==> config.mk <==
export PLATFORM = sky130hd
export DESIGN_NAME = serial_port_ctrl_status_regs
export DESIGN_NICKNAME = d
export VERILOG_FILES = /design/src/design/serial_port_regs_pkg.sv /design/src/design/serial_port_ctrl_status_regs.sv
export VERILOG_INCLUDE_DIRS = /design/src /design/src/design
export SDC_FILE = /design/constraint.sdc
export NUM_CORES = 1
export LEC_CHECK = 0
export BUFFER_PORTS_ARGS = -buffer_cell sky130_fd_sc_hd__buf_2
export CAP_MARGIN = 20
export CORE_MARGIN = 3
export CORE_UTILIZATION = 36
export DETAILED_ROUTE_END_ITERATION = 16
export MAX_ROUTING_LAYER = met4
export PLACE_DENSITY_LB_ADDON = 0.08
export SLEW_MARGIN = 40
export SYNTH_ARGS = -nofsm -noshare
export SYNTH_HDL_FRONTEND = slang
export SYNTH_SLANG_ARGS = --single-unit
==> constraint.sdc <==
create_clock -name clk -period 2 [get_ports clk]
set_input_delay 0.1 -clock clk [delete_from_list [all_inputs] [get_ports clk]]
set_output_delay 0.1 -clock clk [all_outputs]
set_load 0.01 [all_outputs]
==> src/design/serial_port_regs_cfg.svh <==
`ifndef SERIAL_PORT_REGS_CFG_SVH
`define SERIAL_PORT_REGS_CFG_SVH
// Register byte offsets.
`define OFS_FRAME_CONTROL        8'h00
`define OFS_FRAME_COUNT_CONTROL  8'h04
`define OFS_PORT_ENABLE          8'h08
`define OFS_MICROWIRE_CONTROL    8'h0c
`define OFS_SLAVE_SELECT         8'h10
`define OFS_CLOCK_DIVIDER        8'h14
`define OFS_TX_FIFO_THRESHOLD    8'h18
`define OFS_RX_FIFO_THRESHOLD    8'h1c
`define OFS_TX_FIFO_LEVEL        8'h20
`define OFS_RX_FIFO_LEVEL        8'h24
`define OFS_PORT_STATUS          8'h28
`define OFS_INTERRUPT_MASK       8'h2c
`define OFS_INTERRUPT_STATUS     8'h30
`define OFS_RAW_INTERRUPT_STATUS 8'h34
`define OFS_TX_OVERFLOW_CLEAR    8'h38
`define OFS_RX_OVERFLOW_CLEAR    8'h3c
`define OFS_RX_UNDERFLOW_CLEAR   8'h40
`define OFS_CONTENTION_CLEAR     8'h44
`define OFS_ALL_CLEAR            8'h48
// Field positions in frame_control.
`define FC_SELECT_TOGGLE_BIT     24
`define FC_LANE_FORMAT_HI        22
`define FC_LANE_FORMAT_LO        21
`define FC_WIDE_DFS_HI           20
`define FC_WIDE_DFS_LO           16
`define FC_CTRL_FS_HI            15
`define FC_CTRL_FS_LO            12
`define FC_LOOPBACK_BIT          11
`define FC_SLAVE_OE_BIT          10
`define FC_KIND_HI               9
`define FC_KIND_LO               8
`define FC_IDLE_POL_BIT          7
`define FC_SAMPLE_PH_BIT         6
`define FC_PROTO_HI              5
`define FC_PROTO_LO              4
`define FC_DFS_HI                3
`define FC_DFS_LO                0
// Interrupt source bit positions.
`define IRQ_TX_EMPTY             0
`define IRQ_TX_OVERFLOW          1
`define IRQ_RX_UNDERFLOW         2
`define IRQ_RX_OVERFLOW          3
`define IRQ_RX_FULL              4
`define IRQ_CONTENTION           5
// Reset values and widths.
`define FRAME_CONTROL_RESET      32'h0000_0000
`define HALF_RESET               16'h0000
`define BYTE_RESET               8'h00
`define IRQ_RESET                6'h00
`define NUM_SLAVES               1
`endif

==> src/design/serial_port_regs_pkg.sv <==
package serial_port_regs_pkg;
   // Lane format choices for the wide serial modes.
   typedef enum logic [1:0] {
      LANE_SINGLE = 2'h0,
      LANE_DUAL   = 2'h1,
      LANE_QUAD   = 2'h2,
      LANE_RSVD   = 2'h3
   } lane_format_e;
   // Transfer kinds.
   typedef enum logic [1:0] {
      KIND_TX_RX    = 2'h0,
      KIND_TX_ONLY  = 2'h1,
      KIND_RX_ONLY  = 2'h2,
      KIND_MEM_READ = 2'h3
   } transfer_kind_e;
   // Raw interrupt source vector.
   typedef logic [5:0] irq_vec_t;
endpackage : serial_port_regs_pkg

==> src/design/serial_port_ctrl_status_regs.sv <==
`timescale 1ns/1ps
`include "serial_port_regs_cfg.svh"
// Notes on behaviour
// - Bits 22:21 pick one, two or four lanes.
// - Bits 20:16 give wide frame length n+1.
// - Bits 15:12 give control frame length n+1.
// - Bits 9:8 pick the transfer kind.
// - Memory-read receives only after control data sent.
// - Bit 24 enables select toggling, resets clear.
// - Bit 7 clock polarity, bit 6 phase.
// - Bit 11 loopback test, bit 10 slave output.
// - Frame count holds sixteen bits, resets zero.
// - Microwire control holds kind, direction, handshake.
// - One select bit per slave, zero deselects.
// - Sixteen-bit divider sets serial clock rate.
// - Eight-bit transmit and receive thresholds, reset zero.
// - Read-only fifo levels, zero after reset.
// - Status register reports seven engine flags.
// - Raw status reports six interrupt sources.
// - Mask register, one bit per source.
// - Masked status reports active sources.
// - Clear registers clear event interrupts on read.
module serial_port_ctrl_status_regs (
   input  wire logic                                clk,
   input  wire logic                                rst,
   // Register port: one access per cycle, byte address, read data next cycle.
   input  wire logic                                reg_sel,
   input  wire logic                                reg_write,
   input  wire logic [7:0]                          reg_addr,
   input  wire logic [31:0]                         reg_wdata,
   output logic      [31:0]                         reg_rdata,
   // Configuration seen by the shift engine.
   output logic                                     port_enable,
   output serial_port_regs_pkg::lane_format_e       lane_format,
   output logic      [4:0]                          wide_data_frame_size,
   output logic      [3:0]                          control_frame_size,
   output serial_port_regs_pkg::transfer_kind_e     transfer_kind,
   output logic                                     rx_after_control,
   output logic                                     select_toggle_enable,
   output logic                                     clock_idle_polarity,
   output logic                                     clock_sample_phase,
   output logic                                     loopback_test,
   output logic                                     slave_output_enable,
   output logic      [1:0]                          protocol_format,
   output logic      [3:0]                          data_frame_size,
   output logic      [15:0]                         frame_count,
   output logic                                     microwire_transfer_kind,
   output logic                                     microwire_direction,
   output logic                                     microwire_handshake,
   output logic      [`NUM_SLAVES-1:0]              slave_select,
   output logic      [15:0]                         clock_divide_value,
   output logic      [7:0]                          tx_threshold_value,
   output logic      [7:0]                          rx_threshold_value,
   output logic                                     irq_out,
   // State reported by the engine and fifos.
   input  wire logic [7:0]                          tx_level_value,
   input  wire logic [7:0]                          rx_level_value,
   input  wire logic                                engine_busy,
   input  wire logic                                tx_not_full_flag,
   input  wire logic                                tx_empty_flag,
   input  wire logic                                rx_not_empty_flag,
   input  wire logic                                rx_full_flag,
   input  wire logic                                transmission_error_flag,
   input  wire logic                                collision_error_flag,
   input  wire logic                                tx_overflow_event,
   input  wire logic                                rx_underflow_event,
   input  wire logic                                rx_overflow_event,
   input  wire logic                                contention_event
);
   import serial_port_regs_pkg::*;

   // Stored register state.
   logic [31:0]            frame_control_q,  frame_control_d;   // Frame control word.
   logic [15:0]            frame_count_q,    frame_count_d;     // Frames per transfer.
   logic                   enable_q,         enable_d;          // Port enable.
   logic [2:0]             microwire_q,      microwire_d;       // Microwire controls.
   logic [`NUM_SLAVES-1:0] select_q,         select_d;          // Slave selects.
   logic [15:0]            divider_q,        divider_d;         // Clock divider.
   logic [7:0]             tx_thr_q,         tx_thr_d;          // Transmit threshold.
   logic [7:0]             rx_thr_q,         rx_thr_d;          // Receive threshold.
   irq_vec_t               mask_q,           mask_d;            // Interrupt mask.
   irq_vec_t               sticky_q,         sticky_d;          // Latched event sources.
   logic [31:0]            rdata_q,          rdata_d;           // Registered read data.
   irq_vec_t               raw_irq;                             // Raw source vector.
   irq_vec_t               masked_irq;                          // Sources after masking.
   irq_vec_t               clear_vec;                           // Clear-on-read request.
   logic                   wr;                                  // Write strobe.
   logic                   rd;                                  // Read strobe.

   assign wr = reg_sel & reg_write;
   assign rd = reg_sel & ~reg_write;

   // Raw view: level sources compare the fifo levels with the thresholds, event sources are sticky.
   always_comb begin
      raw_irq = sticky_q;
      raw_irq[`IRQ_TX_EMPTY] = tx_level_value <= tx_thr_q;
      raw_irq[`IRQ_RX_FULL]  = rx_level_value > rx_thr_q;
      masked_irq = raw_irq & mask_q;
   end

   // Decode which sticky events a read of a clear register wipes.
   always_comb begin
      clear_vec = `IRQ_RESET;
      if (rd) begin
         case (reg_addr)
            `OFS_TX_OVERFLOW_CLEAR:  clear_vec[`IRQ_TX_OVERFLOW]  = 1'b1;
            `OFS_RX_OVERFLOW_CLEAR:  clear_vec[`IRQ_RX_OVERFLOW]  = 1'b1;
            `OFS_RX_UNDERFLOW_CLEAR: clear_vec[`IRQ_RX_UNDERFLOW] = 1'b1;
            `OFS_CONTENTION_CLEAR:   clear_vec[`IRQ_CONTENTION]   = 1'b1;
            `OFS_ALL_CLEAR: begin
               clear_vec[`IRQ_TX_OVERFLOW]  = 1'b1;
               clear_vec[`IRQ_RX_OVERFLOW]  = 1'b1;
               clear_vec[`IRQ_RX_UNDERFLOW] = 1'b1;
               clear_vec[`IRQ_CONTENTION]   = 1'b1;
            end
            default: clear_vec = `IRQ_RESET;
         endcase
      end
   end

   // Next state of every register except the read data. A new event wins over a clear in the same cycle,
   // so a burst arriving while software clears is never lost.
   always_comb begin
      frame_control_d = frame_control_q;
      frame_count_d   = frame_count_q;
      enable_d        = enable_q;
      microwire_d     = microwire_q;
      select_d        = select_q;
      divider_d       = divider_q;
      tx_thr_d        = tx_thr_q;
      rx_thr_d        = rx_thr_q;
      mask_d          = mask_q;
      sticky_d        = sticky_q & ~clear_vec;
      sticky_d[`IRQ_TX_OVERFLOW]  = sticky_d[`IRQ_TX_OVERFLOW]  | tx_overflow_event;
      sticky_d[`IRQ_RX_UNDERFLOW] = sticky_d[`IRQ_RX_UNDERFLOW] | rx_underflow_event;
      sticky_d[`IRQ_RX_OVERFLOW]  = sticky_d[`IRQ_RX_OVERFLOW]  | rx_overflow_event;
      sticky_d[`IRQ_CONTENTION]   = sticky_d[`IRQ_CONTENTION]   | contention_event;
      // Level sources are not stored; keep their sticky slots at zero.
      sticky_d[`IRQ_TX_EMPTY] = 1'b0;
      sticky_d[`IRQ_RX_FULL]  = 1'b0;
      if (wr) begin
         case (reg_addr)
            // Only documented fields are kept, reserved bits stay zero.
            `OFS_FRAME_CONTROL:       frame_control_d = reg_wdata & 32'h01ff_ffff;
            `OFS_FRAME_COUNT_CONTROL: frame_count_d   = reg_wdata[15:0];
            `OFS_PORT_ENABLE:         enable_d        = reg_wdata[0];
            `OFS_MICROWIRE_CONTROL:   microwire_d     = reg_wdata[2:0];
            `OFS_SLAVE_SELECT:        select_d        = reg_wdata[`NUM_SLAVES-1:0];
            `OFS_CLOCK_DIVIDER:       divider_d       = reg_wdata[15:0];
            `OFS_TX_FIFO_THRESHOLD:   tx_thr_d        = reg_wdata[7:0];
            `OFS_RX_FIFO_THRESHOLD:   rx_thr_d        = reg_wdata[7:0];
            `OFS_INTERRUPT_MASK:      mask_d          = reg_wdata[5:0];
            default:                  mask_d          = mask_q;
         endcase
         // Bit 23 is reserved in the control word.
         frame_control_d[23] = 1'b0;
      end
   end

   // Read multiplexer; unmapped and write accesses return zero.
   always_comb begin
      rdata_d = 32'h0000_0000;
      if (rd) begin
         case (reg_addr)
            `OFS_FRAME_CONTROL:        rdata_d = frame_control_q;
            `OFS_FRAME_COUNT_CONTROL:  rdata_d = {16'h0000, frame_count_q};
            `OFS_PORT_ENABLE:          rdata_d = {31'h0, enable_q};
            `OFS_MICROWIRE_CONTROL:    rdata_d = {29'h0, microwire_q};
            `OFS_SLAVE_SELECT:         rdata_d = 32'(select_q);
            `OFS_CLOCK_DIVIDER:        rdata_d = {16'h0000, divider_q};
            `OFS_TX_FIFO_THRESHOLD:    rdata_d = {24'h0, tx_thr_q};
            `OFS_RX_FIFO_THRESHOLD:    rdata_d = {24'h0, rx_thr_q};
            `OFS_TX_FIFO_LEVEL:        rdata_d = {24'h0, tx_level_value};
            `OFS_RX_FIFO_LEVEL:        rdata_d = {24'h0, rx_level_value};
            `OFS_PORT_STATUS:          rdata_d = {25'h0, collision_error_flag,
                                                  transmission_error_flag, rx_full_flag,
                                                  rx_not_empty_flag, tx_empty_flag,
                                                  tx_not_full_flag, engine_busy};
            `OFS_INTERRUPT_MASK:       rdata_d = {26'h0, mask_q};
            `OFS_INTERRUPT_STATUS:     rdata_d = {26'h0, masked_irq};
            `OFS_RAW_INTERRUPT_STATUS: rdata_d = {26'h0, raw_irq};
            `OFS_TX_OVERFLOW_CLEAR:    rdata_d = {31'h0, masked_irq[`IRQ_TX_OVERFLOW]};
            `OFS_RX_OVERFLOW_CLEAR:    rdata_d = {31'h0, masked_irq[`IRQ_RX_OVERFLOW]};
            `OFS_RX_UNDERFLOW_CLEAR:   rdata_d = {31'h0, masked_irq[`IRQ_RX_UNDERFLOW]};
            `OFS_CONTENTION_CLEAR:     rdata_d = {31'h0, masked_irq[`IRQ_CONTENTION]};
            `OFS_ALL_CLEAR:            rdata_d = {31'h0, |masked_irq};
            default:                   rdata_d = 32'h0000_0000;
         endcase
      end
   end

   // Register stage; synchronous reset restores every field.
   always_ff @(posedge clk) begin
      if (rst) begin
         frame_control_q <= `FRAME_CONTROL_RESET;
         frame_count_q   <= `HALF_RESET;
         enable_q        <= 1'b0;
         microwire_q     <= 3'h0;
         select_q        <= '0;
         divider_q       <= `HALF_RESET;
         tx_thr_q        <= `BYTE_RESET;
         rx_thr_q        <= `BYTE_RESET;
         mask_q          <= `IRQ_RESET;
         sticky_q        <= `IRQ_RESET;
         rdata_q         <= 32'h0000_0000;
      end else begin
         frame_control_q <= frame_control_d;
         frame_count_q   <= frame_count_d;
         enable_q        <= enable_d;
         microwire_q     <= microwire_d;
         select_q        <= select_d;
         divider_q       <= divider_d;
         tx_thr_q        <= tx_thr_d;
         rx_thr_q        <= rx_thr_d;
         mask_q          <= mask_d;
         sticky_q        <= sticky_d;
         rdata_q         <= rdata_d;
      end
   end

   // Field outputs toward the engine.
   assign reg_rdata            = rdata_q;
   assign port_enable          = enable_q;
   assign lane_format          =
      lane_format_e'(frame_control_q[`FC_LANE_FORMAT_HI:`FC_LANE_FORMAT_LO]);
   assign wide_data_frame_size = frame_control_q[`FC_WIDE_DFS_HI:`FC_WIDE_DFS_LO];
   assign control_frame_size   = frame_control_q[`FC_CTRL_FS_HI:`FC_CTRL_FS_LO];
   assign transfer_kind        = transfer_kind_e'(frame_control_q[`FC_KIND_HI:`FC_KIND_LO]);
   // Memory read holds receive off until the control frame is out; the engine obeys this.
   assign rx_after_control     = (transfer_kind == KIND_MEM_READ);
   assign select_toggle_enable = frame_control_q[`FC_SELECT_TOGGLE_BIT];
   assign clock_idle_polarity  = frame_control_q[`FC_IDLE_POL_BIT];
   assign clock_sample_phase   = frame_control_q[`FC_SAMPLE_PH_BIT];
   assign loopback_test        = frame_control_q[`FC_LOOPBACK_BIT];
   assign slave_output_enable  = frame_control_q[`FC_SLAVE_OE_BIT];
   assign protocol_format      = frame_control_q[`FC_PROTO_HI:`FC_PROTO_LO];
   assign data_frame_size      = frame_control_q[`FC_DFS_HI:`FC_DFS_LO];
   assign frame_count          = frame_count_q;
   assign microwire_transfer_kind = microwire_q[0];
   assign microwire_direction  = microwire_q[1];
   assign microwire_handshake  = microwire_q[2];
   assign slave_select         = select_q;
   assign clock_divide_value   = divider_q;
   assign tx_threshold_value   = tx_thr_q;
   assign rx_threshold_value   = rx_thr_q;
   assign irq_out              = |masked_irq;
endmodule : serial_port_ctrl_status_regs

### After elaboration in Yosys (flattened, before gate mapping)

Index checks and enable logic that the tools add are counted.

| cells by class | value |
|---|---|
| magnitude comparators | 2 |
| equality and inequality tests | 19 |
| mux-type cells | 6 |
| bitwise logic cells | 11 |
| reduce and logical (&&, ||, !) cells | 16 |

Operators with widths:

| operator | count |
|---|---|
| $pmux 25 s19 | 1 |
| $eq 8x6->1 const B | 8 |
| $eq 8x5->1 const B | 4 |
| $eq 8x7->1 const B | 3 |
| $reduce_and 2->1 | 9 |
| $eq 8x4->1 const B | 2 |
| $and 6x6->6 | 2 |
| $reduce_or 2->1 | 5 |
| $eq 8x3->1 const B | 1 |
| $gt 8x8->1 | 1 |
| $le 8x8->1 | 1 |
| $logic_not 8->1 | 1 |
| $mux 6 | 1 |
| $not 6->6 | 1 |
| $reduce_or 6->1 | 1 |
| $mux 1 | 4 |
| $or 1x1->1 | 4 |
| $and 1x1->1 | 2 |
| $eq 2x2->1 const B | 1 |
| $not 1->1 | 2 |

| word-level totals | value |
|---|---|
| register bits | 121 |
| output and inout bits | 111 |
| logic and storage cells | 66 |

### Depth between registers and ports, before layout

Gate-level depths: netlist of run 1.

| logic depth | value |
|---|---|
| depth after elaboration | 7 |
| gate-level depth with buffers | 9 |

### Worst setup path before layout of run 1

OpenSTA, ideal clock, no wires.

| timing | value |
|---|---|
| path kind | input to register |
| start point | input reg_addr[2] |
| end point | register rdata_q[7], in the netlist reg_rdata[7] |
| setup time | 0.066 ns |
| arrival time | 1.727 ns |
| required time | 1.934 ns |
| path slack | 0.207 ns |
| stages on the path | 8 |
| path buffers | 3 |
| path through | buf_6 > or4b_4 > buf_6 > nor2_8 > o21ai_2 > a2111o_1 > buf_6 > a21oi_2 |

| between the ends | value |
|---|---|
| cells in the longest elaborated chain, start to end | 2 |

Ends and longest elaborated chain:

| what | line | source |
|---|---|---|
| from (decl) | serial_port_ctrl_status_regs.sv:29 | `input wire logic [7:0] reg_addr,` |
| $eq 8x7->1, or another cell as far along | serial_port_ctrl_status_regs.sv:164 | `case (reg_addr)` |
| $pmux 25 s19 (*) | serial_port_ctrl_status_regs.sv:164 |  |
| to (signal assigned) | serial_port_ctrl_status_regs.sv:217 | `rdata_q <= rdata_d;` |
| to (decl) | serial_port_ctrl_status_regs.sv:83 | `logic [31:0] rdata_q, rdata_d;` |

Every way passes the cells marked *; elsewhere a longest branch is shown, timed or not.
A chain may end at the register's enable or synchronous reset.

### Worst setup path after layout of run 1

| timing | value |
|---|---|
| start point | register rx_thr_q[4], in the netlist rx_threshold_value[4] |
| end point | output irq_out |

| between the ends | value |
|---|---|
| cells in the longest elaborated chain, start to end | 3 |

Ends and longest elaborated chain:

| what | line | source |
|---|---|---|
| from (decl) | serial_port_ctrl_status_regs.sv:80 | `logic [7:0] rx_thr_q, rx_thr_d;` |
| from (signal assigned) | serial_port_ctrl_status_regs.sv:202 | `` rx_thr_q <= `BYTE_RESET; `` |
| from (signal assigned) | serial_port_ctrl_status_regs.sv:214 | `rx_thr_q <= rx_thr_d;` |
| $gt 8x8->1 | serial_port_ctrl_status_regs.sv:97 | `` raw_irq[`IRQ_RX_FULL] = rx_level_value > rx_thr_q; `` |
| $and 6x6->6 | serial_port_ctrl_status_regs.sv:98 | `masked_irq = raw_irq & mask_q;` |
| $reduce_or 6->1 | serial_port_ctrl_status_regs.sv:246 | `assign irq_out = \|masked_irq;` |
| to (decl) | serial_port_ctrl_status_regs.sv:54 | `output logic irq_out,` |

Every way passes these cells.

==> results of run 1 <==
## power groups by stage
stage	Sequential (mW)	Combinational [mW]	Clock [mW]
finish	2.22	0.378	1.76
global route	2.22	0.412	1.89
CTS	2.22	0.371	1.81
detailed placement	2.28	0.331	0
global placement	2.28	0.327	0
floorplan	2.27	0.170	0
## metal layers
metal / up-vias / share of wire / global-route usage
met5: - / 0 / -
met4: 0 / 0.014 / 0.0599
met3: 19 / 0.081 / 0.0543
met2: 266 / 0.44 / 0.385
met1: 2624 / 0.46 / 0.357
li1: 2665 / - / -
## worst min-delay path, stage by stage
cell     delay, ns
buf_2         0.12
nand2_1       0.05
a21oi_1       0.05
## area by class of cell
cell class | instances | area (um^2)
Clock buffer | 9 | 225
Clock inverter | 7 | 60.1
Fill cell | 1415 | 6960
Inverter | 20 | 75.1
Multi-Input combinational cell | 478 | 2870
Sequential cell | 111 | 2240
Tap cell | 180 | 225
Timing Repair Buffer | 241 | 1500
## worst max path at each step
stage                                                   from                                  to  slack [ns]  depth (start not counted)
after global placement                           reg_addr[5]             reg_rdata[1]$_SDFF_PP0_        0.11                          8
after detailed placement                         reg_addr[5]  tx_threshold_value[5]$_SDFFE_PP0P_        0.09                          6
after CTS                 rx_threshold_value[4]$_SDFFE_PP0P_                             irq_out       -0.11                          9
after floorplan                                  reg_addr[2]             reg_rdata[7]$_SDFF_PP0_        0.21                          8
after global routing      rx_threshold_value[6]$_SDFFE_PP0P_                             irq_out       -0.24                          9
final                     rx_threshold_value[4]$_SDFFE_PP0P_                             irq_out       -0.13                          9
## logic make-up after synthesis
kind of cell    Yosys count  share of synthesized area
compound gates          164                      0.194
fa+ha+maj                16                     0.0377
buf+inv                  69                     0.0604
flops                   111                      0.419
mux                      33                     0.0628
other cells               1                   0.000707
simple gates            257                      0.225
## repair_timing
item | 4_1_cts | 5_1_grt
pin swaps | 10 | 0
buffers inserted | 4 | 0
hold buffers | 19 | 0
setup endpoints to repair | 1 | 2
gates resized for setup | 26 | 1
endpoints found under the hold margin | 32 | 0
## cells in the final DEF, fill, tap and decap left out, types with 8 or more instances in the layout
cell type	synthesis	final
a21oi_1	80	80
a21oi_2	10	10
a22oi_1	23	23
and2_1	11	11
buf_2	7	164
buf_4	8	53
clkbuf_16	0	9
conb_1	1	8
dfxtp_1	111	100
dfxtp_2	0	10
dlygate4sd3_1	0	19
ha_1	16	11
inv_1	20	16
mux2i_1	31	31
nand2_1	145	145
nor2_1	52	51
o21ai_0	13	11
## flip-flops by register name, indices dropped and copies added, names as in the netlist
name,cells
frame_count,16
microwire_q,3
tx_threshold_value,8
clock_divide_value,16
sticky_q,4
rx_threshold_value,8
reg_rdata,24
frame_control_q,24
slave_select,1
mask_q,6
port_enable,1
==> out/metrics.yaml, run 1 <==
finish:
  utilization: 0.508
  syn_to_final_growth_pct: 35.6
  drive_above_1_share: 0.330
  instances_no_fill: 1046
  antennaDiodeCount: 0
  final_area_um2: 7190
  nets: 948
place:
  hpwl_um: 15100
  port_buffers: 165
  gp_congestion: 0.936
  place_ws_ns: 0.0856
  postPlaceCellArea_um2: 6590
  dp.cells: 1007
synth:
  ys_ff_latch: 111
  yosysWarnings: 0
  yosysUniqueCellTypes: 56
  postSynthAreaPerCell_um2: 8.15
  netlist_instances: 651
  yosys-top-cells-area: "dfxtp_1 (42%), nand2_1 (10%), a21oi_1 (7.5%)"
  synth_most_common_cell: "nand2_1"
  synth.largest_area_cell: "dfxtp_1"
  synth_edf_count: 0
  ys_seq_area_frac: 0.419
  netlist.area_leader.share: 0.419
  ys.flop_type: "dfxtp_1"
  netlist_area_um2: 5300
  yosys-top-cells-count: "nand2_1 (145), dfxtp_1 (111), a21oi_1 (80)"
  async_flop_share: 0
power_and_ir_drop:
  pwr-share-comb: 0.087
  swShare: 0.261
  p_int_mw: 3.22
  p_per_area_nw_per_um2: 606
  p_total_mw: 4.36
  power_frac_clock: 0.404
  p_switching_mw: 1.14
  ir_worst_vdd_mv: 0.493
  p_leak_nw: 2.96
  p_seq_frac: 0.510
worst_hold_path:
  hp-class: "in -> reg"
  whs_endpoint: "frame_control_q[15]$_SDFFE_PP0P_"
  hp-start: "reg_wdata[15]"
  hold_depth: 3
setup_path:
  critPathMaxFanout: 3
  critPathRequiredTime_ns: 1.90
  setup.worst_path.end_class: "output pin"
  start_kind: "register"
  worst-r2r-cell-count: 7
  max_stage_delay_ns: 0.34
  critPathBufInv: 3
  path_cells: "inv_2, ha_4, nand4_1, nor3_2, nor2_1, a22oi_1, buf_4, nand3_2, buf_6"
  r2r-start: "rx_threshold_value[3]$_SDFFE_PP0P_"
  r2r_slack_ns: 0.10
  crit_arrival_ns: 2.03
  cpLargestDelayFamily: "simple AND/OR/NAND/NOR gates"
  critical-path-slowest-cell: "dfxtp_2"
  critPathKind: "reg -> out"
  timing.rr.end: "reg_rdata[4]$_SDFF_PP0_"
sta:
  setup_viol: 1
  slew_viol_final: 0
  rsz0062_at_grt: "yes"
  fin_skew_ns: 0.00593
  period_needed_ns: 2.13
  timing.final.crit_share: 1.07
  fin_tns_setup_ns: -0.134
  max_slew_margin: 0.560
  setup_ws_ns: -0.134
  finalHoldViolCount: 0
  holdWs_ns: 0.0148
  tightest_slew_ns: 0.658
  max_freq_ghz: 0.469
detailed_routing:
  routedWlPerCell_um: 19.4
  ant_nets: 0
  vias_per_cell: 5.33
  drc: 0
  drt_iter0_drc: 419
  routed_wl_um: 20300
  dr.pass1.iters: 6
  vias: 5574
grt:
  grt_max_degree: 45
  grt_first_pass_wirelength_um: 31300
  grt_overflow: 0
  antenna_found_initial: 0
  grt_pass1_vias: 5510
  grtUsageTotal: 0.257
die:
  die-area_um2: 16200
  die_h_um: 127
  fp-row-count: 43
  start_util: 0.375
  core_um2: 14100
  die_w_um: 127
  num_io_pins: 182
clock_tree:
  cts.sinks: 111
  cts_tree: "built"
  clk_path_buf_depth: 2
  cts_root_buf: "clkbuf_16"
  path_clk_slew_ns: 0.08
  insertion_delay_ns: 0.36
  cts_made_buffers: 9
  cts_max_level: 3
status:
  status: "finished, violations left"
  violations: "negative setup slack"
flow_run:
  maxCapViolations: 0
(Power assumes the default switching activity.)
==> inputs of run 2 (changes only) <==
--- a/config.mk
+++ b/config.mk
@@ -10,9 +10,10 @@
 export CAP_MARGIN = 20
 export CORE_MARGIN = 3
 export CORE_UTILIZATION = 36
+export CTS_BUF_LIST = sky130_fd_sc_hd__clkbuf_4 sky130_fd_sc_hd__clkbuf_8
 export DETAILED_ROUTE_END_ITERATION = 16
 export MAX_ROUTING_LAYER = met4
-export PLACE_DENSITY_LB_ADDON = 0.08
+export PLACE_DENSITY_LB_ADDON = 0.05
 export SLEW_MARGIN = 40
 export SYNTH_ARGS = -nofsm -noshare
 export SYNTH_HDL_FRONTEND = slang
==> run 2 against run 1 <==
Against the previous run: the flow still finishes with violations (negative setup slack); combinational power grew 2%; global-route usage shrank 0.52 points; clock-buffer cell count is the same; first-iteration DRC count shrank 1.4%; maximum frequency shrank 1.9%; largest cell class unchanged; largest power group unchanged.
==> out/metrics.yaml, run 2 (synthesis results as in run 1) <==
clock_tree:
  path_clk_slew_ns: 0.11  # +0.03 ns
  cts_max_level: 3  # unchanged
  cts_root_buf: "clkbuf_8"
  clk_path_buf_depth: 2  # unchanged
  cts_made_buffers: 9  # unchanged
  cts.sinks: 111  # unchanged
  cts_tree: "built"
  insertion_delay_ns: 0.39  # +0.03 ns
grt:
  grt_pass1_vias: 5400  # -2.0%
  grt_max_degree: 89  # +98%
  antenna_found_initial: 0  # unchanged
  grtUsageTotal: 0.252  # -0.00516
  grt_overflow: 0  # unchanged
  grt_first_pass_wirelength_um: 30600  # -2.3%
power_and_ir_drop:
  p_leak_nw: 2.97  # +0.34%
  pwr-share-comb: 0.092  # +0.005
  p_per_area_nw_per_um2: 583  # -3.8%
  p_seq_frac: 0.528  # +0.018
  p_total_mw: 4.22  # -3.3%
  ir_worst_vdd_mv: 0.362  # -27%
  power_frac_clock: 0.380  # -0.024
  p_switching_mw: 1.11  # -2.6%
  swShare: 0.263  # +0.00207
  p_int_mw: 3.11  # -3.6%
setup_path:
  start_kind: "register"
  setup.worst_path.end_class: "output pin"
  critPathBufInv: 2  # -1
  crit_arrival_ns: 2.08  # +0.05 ns
  timing.rr.end: "reg_rdata[4]$_SDFF_PP0_"
  cpLargestDelayFamily: "simple AND/OR/NAND/NOR gates"
  r2r_slack_ns: 0.10  # about the same
  path_cells: "inv_1, ha_1, nand4_1, nand2b_4, o211ai_1, nand3_2, buf_6"
  worst-r2r-cell-count: 8  # +1
  critPathMaxFanout: 3  # unchanged
  critical-path-slowest-cell: "dfxtp_2"
  cp.depth: 7  # -2
  r2r-start: "rx_threshold_value[7]$_SDFFE_PP0P_"
  critPathKind: "reg -> out"
  max_stage_delay_ns: 0.35  # about the same
  critPathRequiredTime_ns: 1.90  # about the same
worst_hold_path:
  whs_endpoint: "reg_rdata[6]$_SDFF_PP0_"
  hp-class: "in -> reg"
  hp-start: "collision_error_flag"
  hold_depth: 3  # unchanged
status:
  status: "finished, violations left"
  violations: "negative setup slack"
finish:
  regArea_um2: 2230  # -0.17%
  fillers: 1430  # +1.1%
  multi_input_area_um2: 2870  # about the same
  utilization: 0.511  # +0.00265
  nets: 953  # +0.53%
  final_common_cell: "buf_2"
  antennaDiodeCount: 0  # unchanged
  syn_to_final_growth_pct: 36.4
  final_cell_mix: "buf_2 (164), nand2_1 (144), dfxtp_1 (101), a21oi_1 (80), nor2_1 (51)"
  drive_above_1_share: 0.330  # -0.000748
detailed_routing:
  vias_per_cell: 5.27  # -1.1%
  routed_wl_um: 20500  # +0.87%
  ant_nets: 0  # unchanged
  drt_iter0_drc: 413  # -1.4%
  routedWlPerCell_um: 19.5  # +0.39%
  dr.pass1.iters: 5  # -1
  vias: 5538  # -0.65%
  drc: 0  # unchanged
die:
  die_h_um: 127  # unchanged
  die_w_um: 127  # unchanged
  die-area_um2: 16200  # unchanged
  core_um2: 14100  # unchanged
  fp-row-count: 43  # unchanged
  start_util: 0.375  # unchanged
  num_io_pins: 182  # unchanged
sta:
  rsz0062_at_grt: "yes"
  period_needed_ns: 2.18  # +0.0408 ns
  setup_viol: 1  # unchanged
  max_slew_margin: 0.543  # -0.0168
  fin_skew_ns: 0.0105  # +0.00460 ns
  holdWs_ns: 0.0345  # +0.0197 ns
  setup_ws_ns: -0.175  # -0.0408 ns
  timing.final.crit_share: 1.09  # +0.0204
  finalHoldViolCount: 0  # unchanged
  tightest_slew_ns: 0.683  # +0.0251 ns
  slew_viol_final: 0  # unchanged
  max_freq_ghz: 0.460  # -1.9%
place:
  gp_congestion: 0.918  # -2.0%
  hpwl_um: 15100  # -0.39%
  port_buffers: 165  # unchanged
flow_run:
  maxCapViolations: 0  # unchanged
-- run 2: layer usage --
metal  share of wire  global-route usage  wire length [um]
met5               0                   -                 0
met4          0.0089              0.0467               183
met3           0.068              0.0585              1400
met2            0.46               0.391              9400
met1            0.46               0.340              9470
-- run 2: timing repair --
item                                   4_1_cts  5_1_grt
hold buffers                                23        1
resized for setup                           23        4
setup buffers                                7        1
endpoints found under the hold margin       45        1
pin swaps                                    9        6
setup endpoints to repair                    1        2
-- run 2: how the worst max path moves through the flow --
| stage | startpoint | end | slack [ns] |
|---|---|---|---|
| 2_1_floorplan | reg_addr[2] | reg_rdata[7]$_SDFF_PP0_ | 0.21 |
| 3_3_place_gp | reg_addr[1] | reg_rdata[3]$_SDFF_PP0_ | 0.02 |
| 3_5_place_dp | reg_addr[1] | reg_rdata[5]$_SDFF_PP0_ | 0.006 |
| 4_1_cts | rx_threshold_value[4]$_SDFFE_PP0P_ | irq_out | -0.17 |
| 5_1_grt | rx_threshold_value[7]$_SDFFE_PP0P_ | irq_out | -0.32 |
| 6_report | tx_threshold_value[7]$_SDFFE_PP0P_ | irq_out | -0.18 |
-- run 2: through the flow --
step	TNS (ns)	setup WS (ns)	instance area (um^2)	instances
6_report	-0.175	-0.175	7230	1051
5_1_grt	-0.317	-0.317	7230	1051
4_1_cts	-0.167	-0.167	7200	1049
3_5_place_dp	0	0.00602	6590	1003
3_3_place_gp	0	0.0156	6590	1003
2_1_floorplan	0	0.207	5330	658
-- run 2: power by group through the flow --
stage               sequential, mW  combinational [mW]  clock (mW)
finish                        2.23               0.386        1.60
floorplan                     2.27               0.170           0
detailed placement            2.28               0.330           0
global route                  2.23               0.415        1.73
global placement              2.28               0.326           0
CTS                           2.23               0.374        1.66
-- run 2: final cells by class --
cell class | count | area share
Clock inverter | 7 | 0.0156
Sequential cell | 111 | 0.309
Clock buffer | 9 | 0.0171
Tap cell | 180 | 0.0311
Inverter | 20 | 0.0104
Multi-Input combinational cell | 478 | 0.397
Timing Repair Buffer | 246 | 0.220
-- run 2: worst reg2reg max path, cell delays in order, from the launching register on --
cell	delay, ns
dfxtp_2	0.36
inv_2	0.04
ha_4	0.26
buf_4	0.10
nand2_1	0.06
o21ai_0	0.25
a21oi_1	0.06
or4_1	0.52
a31oi_1	0.18
==> inputs of run 3 (changes only) <==
--- a/config.mk
+++ b/config.mk
@@ -7,13 +7,12 @@
 export NUM_CORES = 1
 export LEC_CHECK = 0
 export BUFFER_PORTS_ARGS = -buffer_cell sky130_fd_sc_hd__buf_2
-export CAP_MARGIN = 20
+export CAP_MARGIN = 10
 export CORE_MARGIN = 3
 export CORE_UTILIZATION = 36
 export CTS_BUF_LIST = sky130_fd_sc_hd__clkbuf_4 sky130_fd_sc_hd__clkbuf_8
 export DETAILED_ROUTE_END_ITERATION = 16
 export MAX_ROUTING_LAYER = met4
-export PLACE_DENSITY_LB_ADDON = 0.05
 export SLEW_MARGIN = 40
 export SYNTH_ARGS = -nofsm -noshare
 export SYNTH_HDL_FRONTEND = slang
==> run 3 against run 2 <==
Against the previous run: the run still ends with negative setup slack left; wire length down 2.1%; critical path depth increased by 2; clock-buffer cell count is 1 higher; maximum frequency grew 0.91%; sequential power about the same; largest cell class unchanged.
==> out/metrics.yaml, run 3 (synthesis results as in run 1) <==
detailed_routing:
  dr.pass1.iters: 5  # unchanged
  ant_nets: 0  # unchanged
  vias: 5689  # +2.7%
  routed_wl_um: 20000  # -2.1%
  vias_per_cell: 5.36  # +1.8%
  drt_iter0_drc: 561  # +36%
  routedWlPerCell_um: 18.9  # -3.0%
  drc: 0  # unchanged
place:
  hpwl_um: 14800  # -1.6%
  port_buffers: 165  # unchanged
  gp_congestion: 0.987  # +7.6%
  postPlaceCellArea_um2: 6580  # -0.19%
die:
  num_io_pins: 182  # unchanged
  fp-row-count: 43  # unchanged
  die-area_um2: 16200  # unchanged
  start_util: 0.375  # unchanged
  die_h_um: 127  # unchanged
  core_um2: 14100  # unchanged
  die_w_um: 127  # unchanged
clock_tree:
  cts_max_level: 3  # unchanged
  cts.sinks: 111  # unchanged
  path_clk_slew_ns: 0.12  # about the same
  clk_path_buf_depth: 2  # unchanged
  cts_root_buf: "clkbuf_8"
  cts_made_buffers: 9  # unchanged
  cts_tree: "built"
  insertion_delay_ns: 0.39  # about the same
grt:
  antenna_found_initial: 0  # unchanged
  grt_first_pass_wirelength_um: 30200  # -1.3%
  grt_pass1_vias: 5350  # -0.93%
  grtUsageTotal: 0.247  # -0.00488
  grt_overflow: 0  # unchanged
  grt_max_degree: 76  # -15%
setup_path:
  critPathBufInv: 3  # +1
  crit_arrival_ns: 2.06  # -0.02 ns
  path_cells: "inv_2, ha_4, nand4_1, nor3_2, nor2_1, a22oi_1, buf_4, nand3_2, buf_6"
  setup.worst_path.end_class: "output pin"
  critPathMaxFanout: 3  # unchanged
  critPathRequiredTime_ns: 1.90  # about the same
  timing.rr.end: "reg_rdata[0]$_SDFF_PP0_"
  critPathKind: "reg -> out"
  r2r_slack_ns: -0.01  # -0.11 ns
  cpLargestDelayFamily: "simple AND/OR/NAND/NOR gates"
  r2r-start: "tx_threshold_value[6]$_SDFFE_PP0P_"
  worst-r2r-cell-count: 9  # +1
  start_kind: "register"
  max_stage_delay_ns: 0.35  # about the same
  critical-path-slowest-cell: "dfxtp_2"
sta:
  setup_viol: 2  # +1
  setup_ws_ns: -0.155  # +0.0196 ns
  tightest_slew_ns: 0.706  # +0.0226 ns
  max_slew_margin: 0.528  # -0.0151
  fin_skew_ns: 0.0147  # +0.00414 ns
  period_needed_ns: 2.16  # -0.0196 ns
  finalHoldViolCount: 0  # unchanged
  max_freq_ghz: 0.464  # +0.91%
  timing.final.crit_share: 1.08  # -0.00979
  slew_viol_final: 0  # unchanged
  rsz0062_at_grt: "yes"
finish:
  antennaDiodeCount: 0  # unchanged
  syn_to_final_growth_pct: 37.3
  nets: 963  # +1.0%
  final_area_um2: 7280  # +0.67%
  final_cell_mix: "buf_2 (164), nand2_1 (145), dfxtp_1 (97), a21oi_1 (80), buf_4 (64)"
  drive_above_1_share: 0.350  # +0.0201
  utilization: 0.515  # +0.00345
  final_common_cell: "buf_2"
power_and_ir_drop:
  p_per_area_nw_per_um2: 545  # -6.6%
  swShare: 0.273  # +0.0105
  pwr-share-comb: 0.100  # +0.008
  p_int_mw: 2.88  # -7.3%
  p_seq_frac: 0.560  # +0.032
  ir_worst_vdd_mv: 0.357  # -1.5%
  power_frac_clock: 0.340  # -0.040
  p_switching_mw: 1.08  # -2.2%
  p_leak_nw: 3.00  # +0.82%
status:
  violations: "negative setup slack"
  status: "finished, violations left"
flow_run:
  maxCapViolations: 0  # unchanged
worst_hold_path:
  hp-start: "reg_wdata[4]"
  hp-class: "in -> reg"
  whs_endpoint: "clock_divide_value[4]$_SDFFE_PP0P_"
  hold_depth: 3  # unchanged
run 3: cell count changes in the layout (fill, tap and decap cells not counted), sizes merged:
cell / before / now
buf: 222 / 232
clkinv: 1 / 3
clkbuf: 9 / 10
bufinv: 2 / 0
inv: 23 / 22
run 3: area by class of cell:
class | instances | area (um^2)
flip-flops and latches | 111 | 2250
clock inverters | 6 | 55.1
inverters | 20 | 75.1
fillers | 1354 | 6870
clock buffers | 10 | 138
repair buffers | 256 | 1610
multi-input cells | 478 | 2930
well taps | 180 | 225
run 3: power groups by stage:
| stage | Combinational (mW) | Clock, mW | Sequential [mW] |
|---|---|---|---|
| 3_5_place_dp | 0.328 | 0 | 2.28 |
| 4_1_cts | 0.372 | 1.38 | 2.22 |
| 5_1_grt | 0.421 | 1.47 | 2.22 |
| 2_1_floorplan | 0.170 | 0 | 2.27 |
| 6_report | 0.395 | 1.35 | 2.22 |
| 3_3_place_gp | 0.325 | 0 | 2.28 |
run 3: metal layers:
| layer | up-vias | wire, um | GRT usage |
|---|---|---|---|
| met3 | 35 | 1570 | 0.0372 |
| met5 | - | 0 | - |
| met1 | 2670 | 9240 | 0.348 |
| met2 | 288 | 8660 | 0.356 |
| met4 | 0 | 553 | 0.0972 |
| li1 | 2696 | - | - |
run 3: timing repair:
action,in CTS,in global routing
setup endpoints to repair,1,3
gates resized for setup,26,16
buffers inserted,6,7
pin swaps,9,6
hold buffers,23,1
hold endpoints to repair,43,2
run 3: how the worst max path moves through the flow:
stage	slack, ns	cells past startpoint	from	end
floorplan	0.21	8	reg_addr[2]	reg_rdata[7]$_SDFF_PP0_
detailed placement	0.02	6	reg_addr[6]	reg_rdata[5]$_SDFF_PP0_
global placement	-0.003	6	reg_addr[6]	reg_rdata[5]$_SDFF_PP0_
CTS	-0.14	9	rx_threshold_value[7]$_SDFFE_PP0P_	irq_out
finish	-0.16	9	rx_threshold_value[7]$_SDFFE_PP0P_	irq_out
global route	-0.32	9	rx_threshold_value[7]$_SDFFE_PP0P_	irq_out
run 3: worst reg2reg max path: stages (launching register included):
cell      delay (ns)
dfxtp_4         0.37
inv_1           0.04
ha_1            0.28
nand4_1         0.23
o21ai_2         0.22
o211ai_1        0.15
buf_4           0.16
buf_4           0.12
a31o_2          0.22
a31oi_1         0.16
run 3: metrics by stage:
step	setup TNS (ns)	instances	power [mW]	setup WS, ns	hold WS [ns]
4_1_cts	-0.138	1053	3.98	-0.138	0.00181
3_3_place_gp	-0.00282	1008	2.60	-0.00282	0.307
5_1_grt	-0.391	1061	4.11	-0.321	0.00445
6_report	-0.164	1061	3.96	-0.155	0.0122
3_5_place_dp	0	1008	2.60	0.0214	0.317
2_1_floorplan	0	658	2.44	0.207	0.217
